$ cat src/logic/as_consts.vh
/*
 Constants for the serial port and output-period logic of the converter.
 Assumes inclusion by bare name from the design files under logic/.
*/
`ifndef AS_CONSTS_VH
`define AS_CONSTS_VH
// Command byte layout
`define AS_CMD_ADDR_HI 7
`define AS_CMD_ADDR_LO 3
`define AS_CMD_RD_BIT 2
// Register addresses
`define AS_A_CUR 5'h00
`define AS_A_V1 5'h01
`define AS_A_V2 5'h02
`define AS_A_CRC 5'h03
`define AS_A_STAT 5'h04
`define AS_A_CFG 5'h05
`define AS_A_SNAP 5'h06
`define AS_A_CLO 5'h07
`define AS_A_CHI 5'h08
`define AS_A_SYNC 5'h09
// Register widths in bits
`define AS_W_WAVE 6'h18
`define AS_W_HALF 6'h10
`define AS_W_BYTE 6'h08
// Configuration fields and reset
`define AS_CFG_CLKSEL 0
`define AS_CFG_RATE_HI 5
`define AS_CFG_RATE_LO 4
`define AS_CFG_RST 8'h00
// Sync-capture control bits
`define AS_SYNC_BIT 0
`define AS_SNAP_BIT 1
// Burst sequence
`define AS_BURST_LAST 3'h5
// Period counter reload values per rate code
`define AS_RELOAD0 12'h1FF
`define AS_RELOAD1 12'h3FF
`define AS_RELOAD2 12'h7FF
`define AS_RELOAD3 12'hFFF
// Ready strobe length in core clock cycles
`define AS_RDY_CYC 7'h40
`endif

$ cat src/logic/as_port.v
/*
 Serial slave port of a multi-channel converter with output-period
 alignment: command decode, single and burst reads, byte writes, sync,
 snapshot, 12-bit period counter and the clock-or-ready pin.
 Assumes CLK is the core clock, the serial pins arrive asynchronously
 and SCLK runs well below a quarter of CLK. Sample words come from
 converter logic on CLK.
*/
`timescale 1ns/1ns
`include "as_consts.vh"

// Small write-path FIFO, depth a power of two
module as_fifo #(
   parameter W = 13,
   parameter D = 4,
   parameter AW = 2
) (
   input wire clk,
   input wire rst,
   input wire in_valid,
   output wire in_ready,
   input wire [W-1:0] in_data,
   output wire out_valid,
   input wire out_ready,
   output wire [W-1:0] out_data
);
   localparam [AW:0] FULL = D[AW:0];
   reg [W-1:0] mem [0:D-1];
   reg [AW-1:0] wp;
   reg [AW-1:0] rp;
   reg [AW:0] cnt;
   wire push = in_valid & in_ready;
   wire pop = out_valid & out_ready;
   // Honest full and empty from the fill count
   assign in_ready = (cnt != FULL);
   assign out_valid = (cnt != {(AW+1){1'b0}});
   assign out_data = mem[rp];
   // Storage needs no reset
   always @(posedge clk) begin
      if (push) begin
         mem[wp] <= in_data;
      end
   end
   // Pointers wrap naturally
   always @(posedge clk) begin
      if (rst) begin
         wp <= {AW{1'b0}};
         rp <= {AW{1'b0}};
         cnt <= {(AW+1){1'b0}};
      end else begin
         if (push) begin
            wp <= wp + 1'b1;
         end
         if (pop) begin
            rp <= rp + 1'b1;
         end
         if (push && !pop) begin
            cnt <= cnt + 1'b1;
         end else if (pop && !push) begin
            cnt <= cnt - 1'b1;
         end
      end
   end
endmodule

//  Operation
// - Command bits 7:3 carry the register address.
// - Command bit 2 set means read, clear means write.
// - Command bits 1:0 are ignored.
// - Input bits are captured on rising serial clock edges.
// - Read data starts on the falling edge after the last command bit.
// - Chip select high ends the transfer and releases the output.
// - 8, 16 and 24-bit reads differ only in bit count.
// - Read of address 0 starts a burst with the current sample.
// - Burst order: current, voltage one, voltage two, CRC, status, capture.
// - Host may stop a burst anytime by raising chip select.
// - Read of address 1 starts a burst at the first voltage sample.
// - Only byte writes; counter start written low byte then high byte.
// - Writes get no acknowledgement, so broadcast is safe.
// - Configuration bit 0 picks ready strobe (0) or clock output (1).
// - Configuration bits 5:4 select output rate; same on every device.
// - Writing sync bit starts a new output period at once.
// - Sync bit clears itself one core clock later.
// - Ready strobe drives low 64 core cycles at each period start.
// - A 12-bit counter runs on the core clock aligned to the period.
// - Counter reloads each period from the rate-selected start value.
// - All words shift most significant bit first.
// - Chip select rising mid-transfer aborts and leaves registers unchanged.
// - Reload values 511, 1023, 2047, 4095 for rate codes 0 to 3.
// - Writing snap bit captures the counter, then the bit self-clears.
module as_port (
   input wire CLK,
   input wire RST,
   input wire CS_N,
   input wire SCLK,
   input wire MOSI,
   output wire MISO,
   output wire MISO_OE_N,
   output wire CLK_OR_RDY,
   input wire [23:0] CUR_SAMPLE,
   input wire [23:0] V1_SAMPLE,
   input wire [23:0] V2_SAMPLE,
   input wire [15:0] CRC_WORD,
   input wire [7:0] STATUS_WORD
);
   // Pin synchronisers
   reg [1:0] cs_sy, sclk_sy, mosi_sy;
   reg sclk_d;
   // Serial engine
   reg [4:0] rx_cnt;
   reg [7:0] rx;
   reg [4:0] cmd_addr;
   reg is_rd;
   reg tx_on;
   reg burst;
   reg [2:0] bidx;
   reg [31:0] sh;
   reg [5:0] left;
   reg miso;
   reg oe_n;
   reg wpend;
   reg [12:0] wdata;
   // Register file and period logic
   reg [23:0] cur_q, v1_q, v2_q;
   reg [15:0] crc_q;
   reg [7:0] stat_q;
   reg [11:0] snap_q;
   reg [7:0] cfg;
   reg [7:0] clo;
   reg [3:0] chi;
   reg [1:0] sync_ctl;
   reg ld_start;
   reg [11:0] cnt;
   reg [6:0] rdy_cnt;
   reg clk_div;
   reg pin_q;
   wire f_in_ready;
   wire f_out_valid;
   wire f_out_ready;
   wire [12:0] f_out_data;
   // Synchronised pins and serial clock edges
   wire cs_n = cs_sy[1];
   wire mosi_s = mosi_sy[1];
   wire s_rise = sclk_sy[1] & ~sclk_d;
   wire s_fall = ~sclk_sy[1] & sclk_d;
   // Byte as it stands after this rising edge
   wire [7:0] nb = {rx[6:0], mosi_s};
   // Width of a register in bits
   function [5:0] width_of;
      input [4:0] a;
      begin
         case (a)
            `AS_A_CUR, `AS_A_V1, `AS_A_V2: width_of = `AS_W_WAVE;
            `AS_A_CRC, `AS_A_SNAP: width_of = `AS_W_HALF;
            default: width_of = `AS_W_BYTE;
         endcase
      end
   endfunction
   // Register word, left aligned; unmapped reads zero
   function [31:0] value_of;
      input [4:0] a;
      begin
         case (a)
            `AS_A_CUR: value_of = {cur_q, 8'h00};
            `AS_A_V1: value_of = {v1_q, 8'h00};
            `AS_A_V2: value_of = {v2_q, 8'h00};
            `AS_A_CRC: value_of = {crc_q, 16'h0000};
            `AS_A_STAT: value_of = {stat_q, 24'h000000};
            `AS_A_CFG: value_of = {cfg, 24'h000000};
            `AS_A_SNAP: value_of = {4'h0, snap_q, 16'h0000};
            `AS_A_CLO: value_of = {clo, 24'h000000};
            `AS_A_CHI: value_of = {4'h0, chi, 24'h000000};
            `AS_A_SYNC: value_of = {6'h00, sync_ctl, 24'h000000};
            default: value_of = 32'h00000000;
         endcase
      end
   endfunction
   // Burst position to address; the capture word skips configuration
   function [4:0] burst_addr;
      input [2:0] i;
      begin
         burst_addr = (i == `AS_BURST_LAST) ? `AS_A_SNAP : {2'b00, i};
      end
   endfunction
   // Period counter reload value per rate code, one less than the period length
   function [11:0] reload_of;
      input [1:0] r;
      begin
         case (r)
            2'b00: reload_of = `AS_RELOAD0;
            2'b01: reload_of = `AS_RELOAD1;
            2'b10: reload_of = `AS_RELOAD2;
            default: reload_of = `AS_RELOAD3;
         endcase
      end
   endfunction
   // Next burst word, and the word a command addresses
   wire [4:0] nxt_addr = burst_addr(bidx + 3'h1);
   wire [31:0] nxt_val = value_of(nxt_addr);
   wire [31:0] cmd_val = value_of(nb[`AS_CMD_ADDR_HI:`AS_CMD_ADDR_LO]);
   // Two flops on every pin before use
   always @(posedge CLK) begin
      if (RST) begin
         cs_sy <= 2'h3;
         sclk_sy <= 2'h3;
         mosi_sy <= 2'h0;
         sclk_d <= 1'b1;
      end else begin
         cs_sy <= {cs_sy[0], CS_N};
         sclk_sy <= {sclk_sy[0], SCLK};
         mosi_sy <= {mosi_sy[0], MOSI};
         sclk_d <= sclk_sy[1];
      end
   end
   // Serial engine: command, read shifter, write capture
   always @(posedge CLK) begin
      if (RST) begin
         rx_cnt <= 5'h00;
         rx <= 8'h00;
         cmd_addr <= 5'h00;
         is_rd <= 1'b0;
         tx_on <= 1'b0;
         burst <= 1'b0;
         bidx <= 3'h0;
         sh <= 32'h00000000;
         left <= 6'h00;
         miso <= 1'b0;
         oe_n <= 1'b1;
         wpend <= 1'b0;
         wdata <= 13'h0000;
      end else begin
         // Pending write leaves once the FIFO has room
         if (wpend && f_in_ready) begin
            wpend <= 1'b0;
         end
         if (cs_n) begin
            rx_cnt <= 5'h00;
            tx_on <= 1'b0;
            oe_n <= 1'b1;
            miso <= 1'b0;
         end else begin
            if (s_rise) begin
               rx <= nb;
               if (rx_cnt != 5'h1F) begin
                  rx_cnt <= rx_cnt + 5'h01;
               end
               if (rx_cnt == 5'h07) begin
                  cmd_addr <= nb[`AS_CMD_ADDR_HI:`AS_CMD_ADDR_LO];
                  is_rd <= nb[`AS_CMD_RD_BIT];
                  if (nb[`AS_CMD_RD_BIT]) begin
                     // width sets only the bit count
                     tx_on <= 1'b1;
                     sh <= cmd_val;
                     left <= width_of(nb[`AS_CMD_ADDR_HI:`AS_CMD_ADDR_LO]);
                     // burst from address 0 or 1
                     burst <= (nb[7:4] == 4'h0);
                     bidx <= {2'b00, nb[3]};
                  end
               end
               if (rx_cnt == 5'h0F && !is_rd) begin
                  wpend <= 1'b1;
                  wdata <= {cmd_addr, nb};
               end
            end
            if (s_fall && tx_on) begin
               // drive from the falling edge after the command
               oe_n <= 1'b0;
               if (left != 6'h00) begin
                  miso <= sh[31];
                  sh <= {sh[30:0], 1'b0};
                  left <= left - 6'h01;
               end else if (burst && bidx != `AS_BURST_LAST) begin
                  // next output register, no new command
                  miso <= nxt_val[31];
                  sh <= {nxt_val[30:0], 1'b0};
                  left <= width_of(nxt_addr) - 6'h01;
                  bidx <= bidx + 3'h1;
               end else begin
                  miso <= 1'b0;
               end
            end
         end
      end
   end
   // Write bytes queue here; the drain holds off while a control bit is live
   as_fifo #(
      .W(13),
      .D(4),
      .AW(2)
   ) u_wfifo (
      .clk(CLK),
      .rst(RST),
      .in_valid(wpend),
      .in_ready(f_in_ready),
      .in_data(wdata),
      .out_valid(f_out_valid),
      .out_ready(f_out_ready),
      .out_data(f_out_data)
   );
   // Drain ready only when no control bit is live
   assign f_out_ready = (sync_ctl == 2'b00);
   // Register file writes
   always @(posedge CLK) begin
      if (RST) begin
         cfg <= `AS_CFG_RST;
         clo <= 8'h00;
         chi <= 4'h0;
         sync_ctl <= 2'b00;
         ld_start <= 1'b0;
      end else begin
         // control bits last one core cycle
         sync_ctl <= 2'b00;
         ld_start <= 1'b0;
         if (f_out_valid && f_out_ready) begin
            case (f_out_data[12:8])
               `AS_A_CFG: cfg <= f_out_data[7:0];
               // low byte first, high byte loads
               `AS_A_CLO: clo <= f_out_data[7:0];
               `AS_A_CHI: begin
                  chi <= f_out_data[3:0];
                  ld_start <= 1'b1;
               end
               `AS_A_SYNC: sync_ctl <= f_out_data[1:0];
               default: sync_ctl <= 2'b00;
            endcase
         end
      end
   end
   // Period counter, sample latch, capture and ready strobe
   always @(posedge CLK) begin
      if (RST) begin
         cnt <= `AS_RELOAD0;
         rdy_cnt <= 7'h00;
         snap_q <= 12'h000;
         cur_q <= 24'h000000;
         v1_q <= 24'h000000;
         v2_q <= 24'h000000;
         crc_q <= 16'h0000;
         stat_q <= 8'h00;
      end else begin
         if (sync_ctl[`AS_SNAP_BIT]) begin
            snap_q <= cnt;
         end
         if (sync_ctl[`AS_SYNC_BIT] || cnt == 12'h000) begin
            cnt <= reload_of(cfg[`AS_CFG_RATE_HI:`AS_CFG_RATE_LO]);
            rdy_cnt <= `AS_RDY_CYC;
            cur_q <= CUR_SAMPLE;
            v1_q <= V1_SAMPLE;
            v2_q <= V2_SAMPLE;
            crc_q <= CRC_WORD;
            stat_q <= STATUS_WORD;
         end else begin
            // count down, or restart from written start
            if (ld_start) begin
               cnt <= {chi, clo};
            end else begin
               cnt <= cnt - 12'h001;
            end
            if (rdy_cnt != 7'h00) begin
               rdy_cnt <= rdy_cnt - 7'h01;
            end
         end
      end
   end
   // Clock mode gives CLK/2, since a flop cannot pass CLK itself
   always @(posedge CLK) begin
      if (RST) begin
         clk_div <= 1'b0;
         pin_q <= 1'b1;
      end else begin
         clk_div <= ~clk_div;
         if (cfg[`AS_CFG_CLKSEL]) begin
            pin_q <= clk_div;
         end else begin
            pin_q <= (rdy_cnt == 7'h00);
         end
      end
   end
   // Pins come straight from flops
   assign MISO = miso;
   assign MISO_OE_N = oe_n;
   assign CLK_OR_RDY = pin_q;
endmodule

$ cat config.mk
export PLATFORM = sky130hd
export DESIGN_NAME = as_port
export DESIGN_NICKNAME = d
export VERILOG_FILES = /design/src/logic/as_port.v
export VERILOG_INCLUDE_DIRS = /design/src /design/src/logic
export SDC_FILE = /design/constraint.sdc
export NUM_CORES = 1
export LEC_CHECK = 0
export BUFFER_PORTS_ARGS = -buffer_cell sky130_fd_sc_hd__buf_4
export CORE_MARGIN = 2
export CORE_UTILIZATION = 40
export CTS_CLUSTER_DIAMETER = 30
export DETAILED_ROUTE_END_ITERATION = 6
export RECOVER_POWER = 25
export SKIP_LAST_GASP = 1
export SLEW_MARGIN = 10
export SYNTH_ARGS = -nofsm -noshare
export SYNTH_HDL_FRONTEND = slang
export SYNTH_HIERARCHICAL = 1
export SYNTH_SLANG_ARGS = --single-unit
$ cat constraint.sdc
create_clock -name CLK -period 3.07 [get_ports CLK]
set_clock_uncertainty 0.05 [all_clocks]
set_input_delay 0.1535 -clock CLK [delete_from_list [all_inputs] [get_ports CLK]]
set_output_delay 0.1535 -clock CLK [all_outputs]
set_load 0.01 [all_outputs]
Yosys cells after proc, flatten, opt, wreduce, memory -nomap -nowiden
Memory sizes are Yosys's and may differ from the RTL's. A register that Yosys moved wholly into a read port is not among the register bits.
Cells that the tools add are included.
{"block": "word_totals", "elab_cells": 174, "mem_count": 1, "mem_bits_rw": 52, "input_bits": 101, "regBits": 243, "output_inout_bits": 3}
{"name": "u_wfifo.mem", "depth": 4, "width": 13, "rd": 1, "rd_ports_with_merged_regs": 1, "wr": 1, "line_no": "as_port.v:28", "source": "reg [W-1:0] mem [0:D-1];"}
{"block": "classes", "addsub": 10, "n_reduce_logical": 40, "n_bitwise": 10, "eq_ne": 30, "mux": 47}
{"operator": "$pmux 32 s10", "n": 2}
{"operator": "$mux 32", "n": 6}
{"operator": "$mux 6", "n": 11}
{"operator": "$pmux 12 s3", "n": 1}
{"operator": "$eq 5x3->1 const B", "n": 7}
{"operator": "$mux 3", "n": 9}
{"operator": "$eq 5x4->1 const B", "n": 5}
{"operator": "$mux 12", "n": 2}
{"operator": "$pmux 5 s2", "n": 2}
{"operator": "$eq 3x3->1 const B", "n": 5}
{"operator": "$mux 7", "n": 2}
{"operator": "$logic_not 12->1", "n": 1}
{"operator": "$sub 12x1->12 const B", "n": 1}
{"operator": "$sub 6x1->6 const B", "n": 2}
{"operator": "$eq 5x2->1 const B", "n": 2}
{"operator": "$logic_not 5->1", "n": 2}
{"operator": "$mux 1", "n": 10}
{"operator": "$reduce_and 2->1", "n": 5}
{"operator": "$reduce_or 2->1", "n": 5}
{"operator": "$reduce_and 3->1", "n": 3}
{"operator": "$reduce_or 3->1", "n": 3}
{"operator": "$eq 3x4->1 const B", "n": 2}
{"operator": "$logic_and 1x1->1", "n": 7}
{"operator": "$logic_not 7->1", "n": 1}
{"operator": "24 further kinds", "n": 41}

Depth between registers and ports, before layout
Gate-level depths: netlist of run 1.
{"block": "depth", "depth_word": 15, "ltp_mapped": 10, "mapped_depth_nobuf": 8}

Modules after synthesis
The synthesis of run 1 kept the hierarchy.
{"module": "as_port", "cells_each": 1358, "instances": 1, "area_each_um2": 11058.1}
{"module": "as_fifo", "cells_each": 115, "instances": 1, "area_each_um2": 2362.3}

Worst setup path after synthesis of run 1
No wires, ideal clock.
{"block": "synth_timing", "path_kind": "register -> register", "startpoint": "register sync_ctl[1]", "endpoint": "register u_wfifo.cnt[2]", "required_ns": 2.950, "path_stages_with_launch": 11, "setup_ns": 0.070, "arrival_time_ns": 2.414, "path_slack_ns": 0.536, "cell_sequence": "dfxtp_1 -> clkbuf_1 -> buf_1 -> nor2_1 -> o31ai_2 -> ha_1 -> inv_1 -> fa_1 -> xor2_1 -> or3_1 -> a21oi_1"}
{"block": "synth_via", "elab_chain_len": 5, "elab_cells_between_ends": 7, "classes_between": "mux (1); bitwise (1); reduce/logical (5)"}
{"element": "start, declared", "line_no": "as_port.v:131", "source": "reg [1:0] sync_ctl;"}
{"element": "start signal, assigned", "line_no": "as_port.v:323", "source": "`AS_A_SYNC: sync_ctl <= f_out_data[1:0];"}
{"element": "$logic_not 2->1 (*)", "line_no": "as_port.v:301", "source": "assign f_out_ready = (sync_ctl == 2'b00);"}
{"element": "named net f_out_ready", "line_no": "as_port.v:139", "source": "wire f_out_ready;"}
{"element": "$and 1x1->1 (*)", "line_no": "as_port.v:33", "source": "wire pop = out_valid & out_ready;"}
{"element": "$logic_not 1->1", "line_no": "as_port.v:57", "source": "if (push && !pop) begin"}
{"element": "$logic_and 1x1->1", "line_no": "as_port.v:57"}
{"element": "$mux 3 or $reduce_bool 2->1 (tied branches)"}
{"element": "end signal, assigned", "line_no": "as_port.v:49", "source": "cnt <= {(AW+1){1'b0}};"}
{"element": "end signal, assigned", "line_no": "as_port.v:58", "source": "cnt <= cnt + 1'b1;"}
{"element": "end signal, assigned", "line_no": "as_port.v:60", "source": "cnt <= cnt - 1'b1;"}
{"element": "end, declared", "line_no": "as_port.v:31", "source": "reg [AW:0] cnt;"}
Mark *: on every way through the listed nets, which the timed path passes. The rest lies on a longest branch.
A chain may end at the register's enable or synchronous reset.

==> results of run 1 <==
==> layout make-up <==
type / count / share of cell area [%]
clock buffers: 64 / 8.52
clock inverters: 49 / 3.83
inverters: 27 / 0.559
multi-input cells: 1039 / 35.3
flip-flops and latches: 297 / 35.6
well taps: 448 / 3.09
repair buffers: 276 / 13.0
==> worst paths after layout <==
path,startpoint,end,cells after the start
setup reg to reg,cnt[4],cur_q[18],7
setup / recovery,cnt[4],cur_q[18],7
hold / removal,CS_N,cs_sy[0],3
hold reg to reg,cs_sy[0],cs_sy[1],1
==> cell families after synthesis <==
family	synth area share [%]
XOR/XNOR	1.56
flip-flops	48.2
adder cells (fa/ha/maj)	1.73
buffers and inverters	4.43
AND/OR/NAND/NOR	19.5
AO/OA/AOI/OAI	17.8
multiplexers	6.78
==> layer usage <==
layer,vias to the layer above,GRT usage (%)
met2,455,38.2
met3,79,4.65
met4,0,7.14
met5,-,0
met1,5988,34.1
li1,5778,-
==> synthesized netlist by cell type (13+ instances only) <==
cell and count:
nand2_1 284, edfxtp_1 52, nor3_1 17, nor2_1 115, a21oi_1 165, mux2i_1 47
buf_2 46, dfxtp_1 245, nand3_1 33, xor2_1 14, inv_1 27, a2111oi_0 14
clkbuf_1 55, a221oi_1 13, and3_1 29, o21ai_0 25, a22oi_1 37, ha_1 17
==> sequential cells by signal (all words and copies together) (netlist names), 4 cells and up, named ones only <==
name         cells
u_wfifo/mem     52
chi              4
rx_cnt           5
v2_q            24
cur_q           24
sh              32
snap_q          12
stat_q           8
cmd_addr         5
cnt             12
v1_q            24
cfg              8
left             6
wdata           13
rdy_cnt          7
rx               7
clo              8
crc_q           16
==> what timing repair did <==
action,4_1_cts,5_1_grt
hold buffers,123,0
setup endpoints to repair,0,2
gates resized for setup,0,1
endpoints found under the hold margin,126,0
==> through the flow <==
step / std cells / area (sq um) / util, % / worst slack, ps / hold slack [ps]
6_report: 2200 / 18100 / 54.5 / 214 / 272
5_1_grt: 2200 / 18100 / 54.5 / 46.0 / 274
4_1_cts: 2199 / 18200 / 54.6 / 174 / 260
3_5_place_dp: 1963 / 14700 / 44.2 / 321 / 291
3_3_place_gp: 1963 / 14700 / 44.2 / 451 / 292
2_1_floorplan: 1473 / 13400 / - / 536 / 207
==> power groups by stage <==
stage               clock (mW)  sequential [mW]  combinational, mW
finish                    7.10             4.26               1.10
global route              7.36             4.27               1.21
CTS                       7.17             4.26               1.11
detailed placement           0             4.33              0.991
global placement             0             4.33              0.980
floorplan                    0             4.29              0.704
==> critical path: cells and delay by family, from the launching register on <==
family                 cells  cell delay, ps
buffers and inverters      2             840
AO/OA/AOI/OAI              2             500
flip-flops                 1             370
AND/OR/NAND/NOR            3            1020
==> cells in the final DEF, fill, tap and decap left out, drive strengths merged, types with 37 or more instances in the layout <==
cell / synthesis / routed
mux2i: 47 / 47
edfxtp: 52 / 52
buf: 56 / 144
clkbuf: 55 / 73
a22oi: 37 / 37
dfxtp: 245 / 245
dlygate4sd3: 0 / 123
nand2: 284 / 284
a21oi: 165 / 165
nor2: 117 / 117
==> results.py, run 1 <==
metrics = {
    "cts": {
        "cts_tree": "yes",
        "cts_setup_buffers": 0,
        "cts_max_path_buffers": 3,
        "clk_pin_slew_ps": 50,
        "clock_latency_ps": 600,
        "clock-sinks": 297,
        "cts_inserted_buffers": 60,
        "cts_root_buf": "clkbuf_16",
        "ctsHtreeMaxLevel": 2,
    },
    "power_and_ir_drop": {
        "power.switching_mw": 3.01,
        "p_leak_nw": 6.60,
        "clkPwrFrac_pct": 57.0,
        "sw_frac_of_total_pct": 24.2,
        "vdd_drop_max_v": 0.000464,
        "p_int_mw": 9.44,
        "p_comb_share_pct": 8.8,
        "fin_total_pwr_mw": 12.5,
        "p_seq_share_pct": 34.2,
        "powerDensity_nw_per_um2": 686,
    },
    "logic_synthesis": {
        "postSynthAreaPerCell_sq_um": 9.11,
        "async_flop_share_pct": 0,
        "yosysWarnings": 6,
        "synth_seq_cells": 297,
        "synthFlopType": "dfxtp_1",
        "syn_nets": 1592,
        "synth_top_area_share_pct": 36.5,
        "synth.distinct_cells": 86,
        "ys_seq_area_share_pct": 48.2,
        "syn_inst": 1473,
        "syn_area_sq_um": 13400,
        "synth_area_leaders": "dfxtp_1, edfxtp_1, nand2_1, a21oi_1, mux2i_1",
        "yosys.area.top_type": "dfxtp_1",
        "synth_edf_count": 52,
    },
    "finish": {
        "area_growth_pct": 35.2,
        "drive_gt1_share_pct": 17.5,
        "multi_input_area_sq_um": 6410,
        "fin_nets": 1820,
        "area.sequential_sq_um": 6470,
        "nFillCells": 2947,
        "num_antenna_cells": 0,
    },
    "placement": {
        "dp_hpwl_um": 28600,
        "gp_congestion": 0.938,
        "io_buffers": 103,
    },
    "route": {
        "wl_met2_um": 19700,
        "wl_met3_um": 3100,
        "first_pass_iters": 5,
        "vias": 12300,
        "wl_um": 43900,
        "drcViolationCount": 0,
        "drt_iter0_drc": 1154,
        "vias_per_cell": 5.59,
        "wire_per_inst_um": 19.9,
        "dr.max_layer_used": "met4",
        "met1_length_um": 20100,
        "antenna_left": 0,
    },
    "timing": {
        "period_share_pct": 93.0,
        "worst_pin_slew_ps": 1780,
        "setup_tns_ps": 0,
        "relSlewSlack_pct": -19.0,
        "period_needed_ps": 2860,
        "hold_viol": 0,
        "slew_viol_final": 40,
        "fmax_mhz": 350,
        "finalSetupViolations": 0,
        "rsz0062_at_grt": "no",
    },
    "global_route": {
        "grt_start_max_net_pins": 63,
        "track_usage_pct": 24.4,
        "grt_pass1_vias": 11900,
        "grt_pass1_wl_um": 67600,
        "antenna_found_initial": 0,
        "grt_overflow": 0,
    },
    "floorplan": {
        "die_y_um": 187,
        "coreArea_sq_um": 33300,
        "placementRows": 67,
        "die_w_um": 187,
        "initial_core_util_pct": 40.3,
        "ios": 104,
        "die-area_sq_um": 35000,
    },
    "run_status": {
        "status": "finished, violations left",
        "failed_checks": "max-capacitance violations, max-slew violations",
    },
    "critical_path": {
        "worstPathCellList": "or4_4, nor3_4, a31o_4, buf_4, nand2_1, a21oi_1, dlygate4sd3_1",
        "start_kind": "flip-flop",
        "end_kind": "flip-flop",
        "max_stage_delay_ps": 600,
        "path_class": "reg2reg",
        "critPathRequiredTime_ps": 3540,
        "reg2reg_slack_ps": 210,
        "arrival_ps": 3330,
        "crit_slowest_cell": "or4_4",
        "path_max_fanout": 17,
    },
    "min_path": {
        "hold_class": "in2reg",
    },
    "flow_run": {
        "drv_cap": 1,
    },
}
No activity file was read; power rests on OpenSTA's default activity.
==> run 2, diff against run 1 <==
--- a/config.mk
+++ b/config.mk
@@ -6,8 +6,9 @@
 export SDC_FILE = /design/constraint.sdc
 export NUM_CORES = 1
 export LEC_CHECK = 0
+export ABC_AREA = 1
 export BUFFER_PORTS_ARGS = -buffer_cell sky130_fd_sc_hd__buf_4
-export CORE_MARGIN = 2
+export CORE_MARGIN = 4
 export CORE_UTILIZATION = 40
 export CTS_CLUSTER_DIAMETER = 30
 export DETAILED_ROUTE_END_ITERATION = 6
@@ -16,5 +17,4 @@
 export SLEW_MARGIN = 10
 export SYNTH_ARGS = -nofsm -noshare
 export SYNTH_HDL_FRONTEND = slang
-export SYNTH_HIERARCHICAL = 1
 export SYNTH_SLANG_ARGS = --single-unit
==> results.py, run 2 <==
metrics = {
    "global_route": {
        "grt_start_max_net_pins": 68,
        "track_usage_pct": 24.9,
        "grt_pass1_vias": 12800,
        "grt_pass1_wl_um": 71700,
        "grt_overflow": 0,
        "antenna_found_initial": 1,
    },
    "floorplan": {
        "placementRows": 67,
        "die_w_um": 193,
        "ios": 104,
        "die_y_um": 193,
        "coreArea_sq_um": 33600,
        "initial_core_util_pct": 40.7,
        "die-area_sq_um": 37200,
    },
    "timing": {
        "hold_viol": 0,
        "period_needed_ps": 2680,
        "worst_pin_slew_ps": 1080,
        "slew_viol_final": 0,
        "finalSetupViolations": 0,
        "relSlewSlack_pct": 27.8,
        "period_share_pct": 87.4,
        "setup_tns_ps": 0,
        "rsz0062_at_grt": "no",
        "fin_ws_ps": 388,
        "fmax_mhz": 373,
    },
    "logic_synthesis": {
        "synth_area_leaders": "dfxtp_1, edfxtp_1, nand2_1, nor2_1, o21ai_0",
        "synth_edf_count": 52,
        "async_flop_share_pct": 0,
        "synth_top_cells_by_count": "nand2_1, nor2_1, dfxtp_1, o21ai_0, inv_1",
        "synth_top_area_share_pct": 35.9,
        "synth_seq_cells": 297,
        "synth.most_common_cell": "nand2_1",
        "syn_inst": 1825,
        "synth.distinct_cells": 50,
        "yosys.area.top_type": "dfxtp_1",
        "ys_seq_area_share_pct": 47.3,
        "postSynthAreaPerCell_sq_um": 7.49,
        "yosysWarnings": 0,
        "syn_area_sq_um": 13700,
        "synthFlopType": "dfxtp_1",
        "syn_nets": 1944,
    },
    "finish": {
        "layout_common_cells": "nand2_1, nor2_1, dfxtp_1",
        "final_common_cell": "nand2_1",
        "area.sequential_sq_um": 6470,
        "fin_area_sq_um": 18200,
        "utilization_pct": 54.1,
        "reg.largest.list": "u_wfifo.mem: 52 flops, sh: 32 flops",
        "area_growth_pct": 33.0,
        "drive_gt1_share_pct": 15.1,
        "nFillCells": 3135,
        "fin_nets": 2167,
        "multi_input_area_sq_um": 6120,
        "regMostFlops": "u_wfifo.mem",
        "largest_reg_flops": 52,
    },
    "critical_path": {
        "crit_slowest_cell": "clkbuf_1",
        "worstPathCellList": "dlygate4sd3_1, clkbuf_1, inv_2, clkbuf_2, o31ai_1, inv_1, nand2_1, nor2_1",
        "path_buf_inv": 5,
        "cpLargestDelayFamily": "buffers and inverters",
        "crit-reg2reg-launch": "bidx[0]",
        "arrival_ps": 3090,
        "reg2reg_slack_ps": 490,
        "start_kind": "input pin",
        "rr_endpoint": "sh[28]",
        "end_kind": "flip-flop",
        "worstRegToRegCells": 11,
        "path_class": "in2reg",
        "path_max_fanout": 67,
        "critPathRequiredTime_ps": 3480,
        "max_stage_delay_ps": 800,
    },
    "cts": {
        "clock_latency_ps": 580,
        "cts_max_path_buffers": 3,
        "ctsHtreeMaxLevel": 3,
        "cts_setup_buffers": 0,
        "clk_pin_slew_ps": 50,
        "cts_root_buf": "clkbuf_16",
        "cts_hold_buf": 100,
        "cts_tree": "yes",
        "clock-sinks": 297,
        "cts_inserted_buffers": 73,
        "postCtsResizedCells": 0,
    },
    "power_and_ir_drop": {
        "clkPwrFrac_pct": 55.4,
        "sw_frac_of_total_pct": 27.3,
        "p_int_mw": 9.75,
        "power.switching_mw": 3.66,
        "fin_total_pwr_mw": 13.4,
        "p_seq_share_pct": 32.8,
        "p_leak_nw": 7.36,
        "vdd_drop_max_v": 0.000647,
        "powerDensity_nw_per_um2": 738,
        "p_comb_share_pct": 11.8,
    },
    "min_path": {
        "hold_class": "in2reg",
        "holdCritStartpoint": "CS_N",
        "holdPathEnd": "cs_sy[0]",
        "hold_depth": 3,
    },
    "run_status": {
        "status": "finished clean",
    },
    "route": {
        "drt_iter0_drc": 1152,
        "drcViolationCount": 0,
        "vias": 13500,
        "antenna_left": 0,
        "wl_um": 47000,
        "wire_per_inst_um": 18.4,
        "first_pass_iters": 5,
        "vias_per_cell": 5.26,
    },
    "placement": {
        "io_buffers": 103,
        "dpl-instance-area_sq_um": 14800,
        "dp_hpwl_um": 32500,
        "post-place-ws_ps": 613,
        "gp_congestion": 1.01,
    },
    "flow_run": {
        "drv_cap": 0,
    },
}
[run 2: changes by cell type after synthesis, moves of 27 or more]
cell / previous run / this run
a21oi_1: 165 / 118
a22oi_1: 37 / 0
and3_1: 29 / 2
inv_1: 27 / 150
mux2i_1: 47 / 0
nand2_1: 284 / 340
nand3_1: 33 / 97
nor2_1: 115 / 319
o21ai_0: 25 / 198
[run 2: metal layers]
metal  share of wire [%]  global-route usage, %
met1                  44                   34.4
met2                  45                   38.8
met3                 8.7                   6.10
met4                 2.4                   7.41
met5                   0                      0
[run 2: how the worst max path moves through the flow]
stage	from	end	slack (ps)	depth (start not counted)
after floorplan	bidx[0]	sh[14]	1150	10
after global placement	bidx[0]	sh[29]	580	11
after CTS	bidx[0]	sh[29]	590	11
after detailed placement	bidx[0]	sh[29]	610	11
after global routing	RST	sh[28]	280	8
final	RST	sh[28]	390	8
[run 2: tightest hold or removal path, delay by kind of cell]
family | cells | cell delay (ps)
simple gates | 1 | 80
buf+inv | 2 | 610
[run 2: logic make-up (layout without fill, tap and decap cells)]
kind of cell / after synthesis / in the layout / share of synthesized area (%)
AO/OA/AOI/OAI: 390 / 390 / 15.6
AND/OR/NAND/NOR: 868 / 868 / 27.1
XOR/XNOR: 7 / 7 / 0.449
buffers and inverters: 245 / 529 / 7.87
flip-flops: 297 / 297 / 47.3
other: 0 / 1 / 0
adder cells (fa/ha/maj): 18 / 18 / 1.70
[run 2: power groups by stage]
stage / Sequential, mW / Clock, mW / Combinational, mW
5_1_grt: 4.42 / 7.75 / 1.77
3_3_place_gp: 4.45 / 0 / 1.45
6_report: 4.39 / 7.43 / 1.59
2_1_floorplan: 4.35 / 0 / 1.12
3_5_place_dp: 4.46 / 0 / 1.49
4_1_cts: 4.39 / 7.50 / 1.60
[run 2: per-stage QoR]
step,hold slack [ps],instances
2_1_floorplan,207,1825
3_3_place_gp,292,2321
3_5_place_dp,297,2321
4_1_cts,249,2557
5_1_grt,268,2557
6_report,262,2558
[run 2: cell type report]
cell class / count / area share (%)
Clock buffer: 89 / 10.8
Inverter: 164 / 3.45
Timing Repair Buffer: 229 / 10.8
Clock inverter: 47 / 2.56
Tap cell: 448 / 3.08
Antenna cell: 1 / 0.0138
Multi-Input combinational cell: 1283 / 33.7
Sequential cell: 297 / 35.6
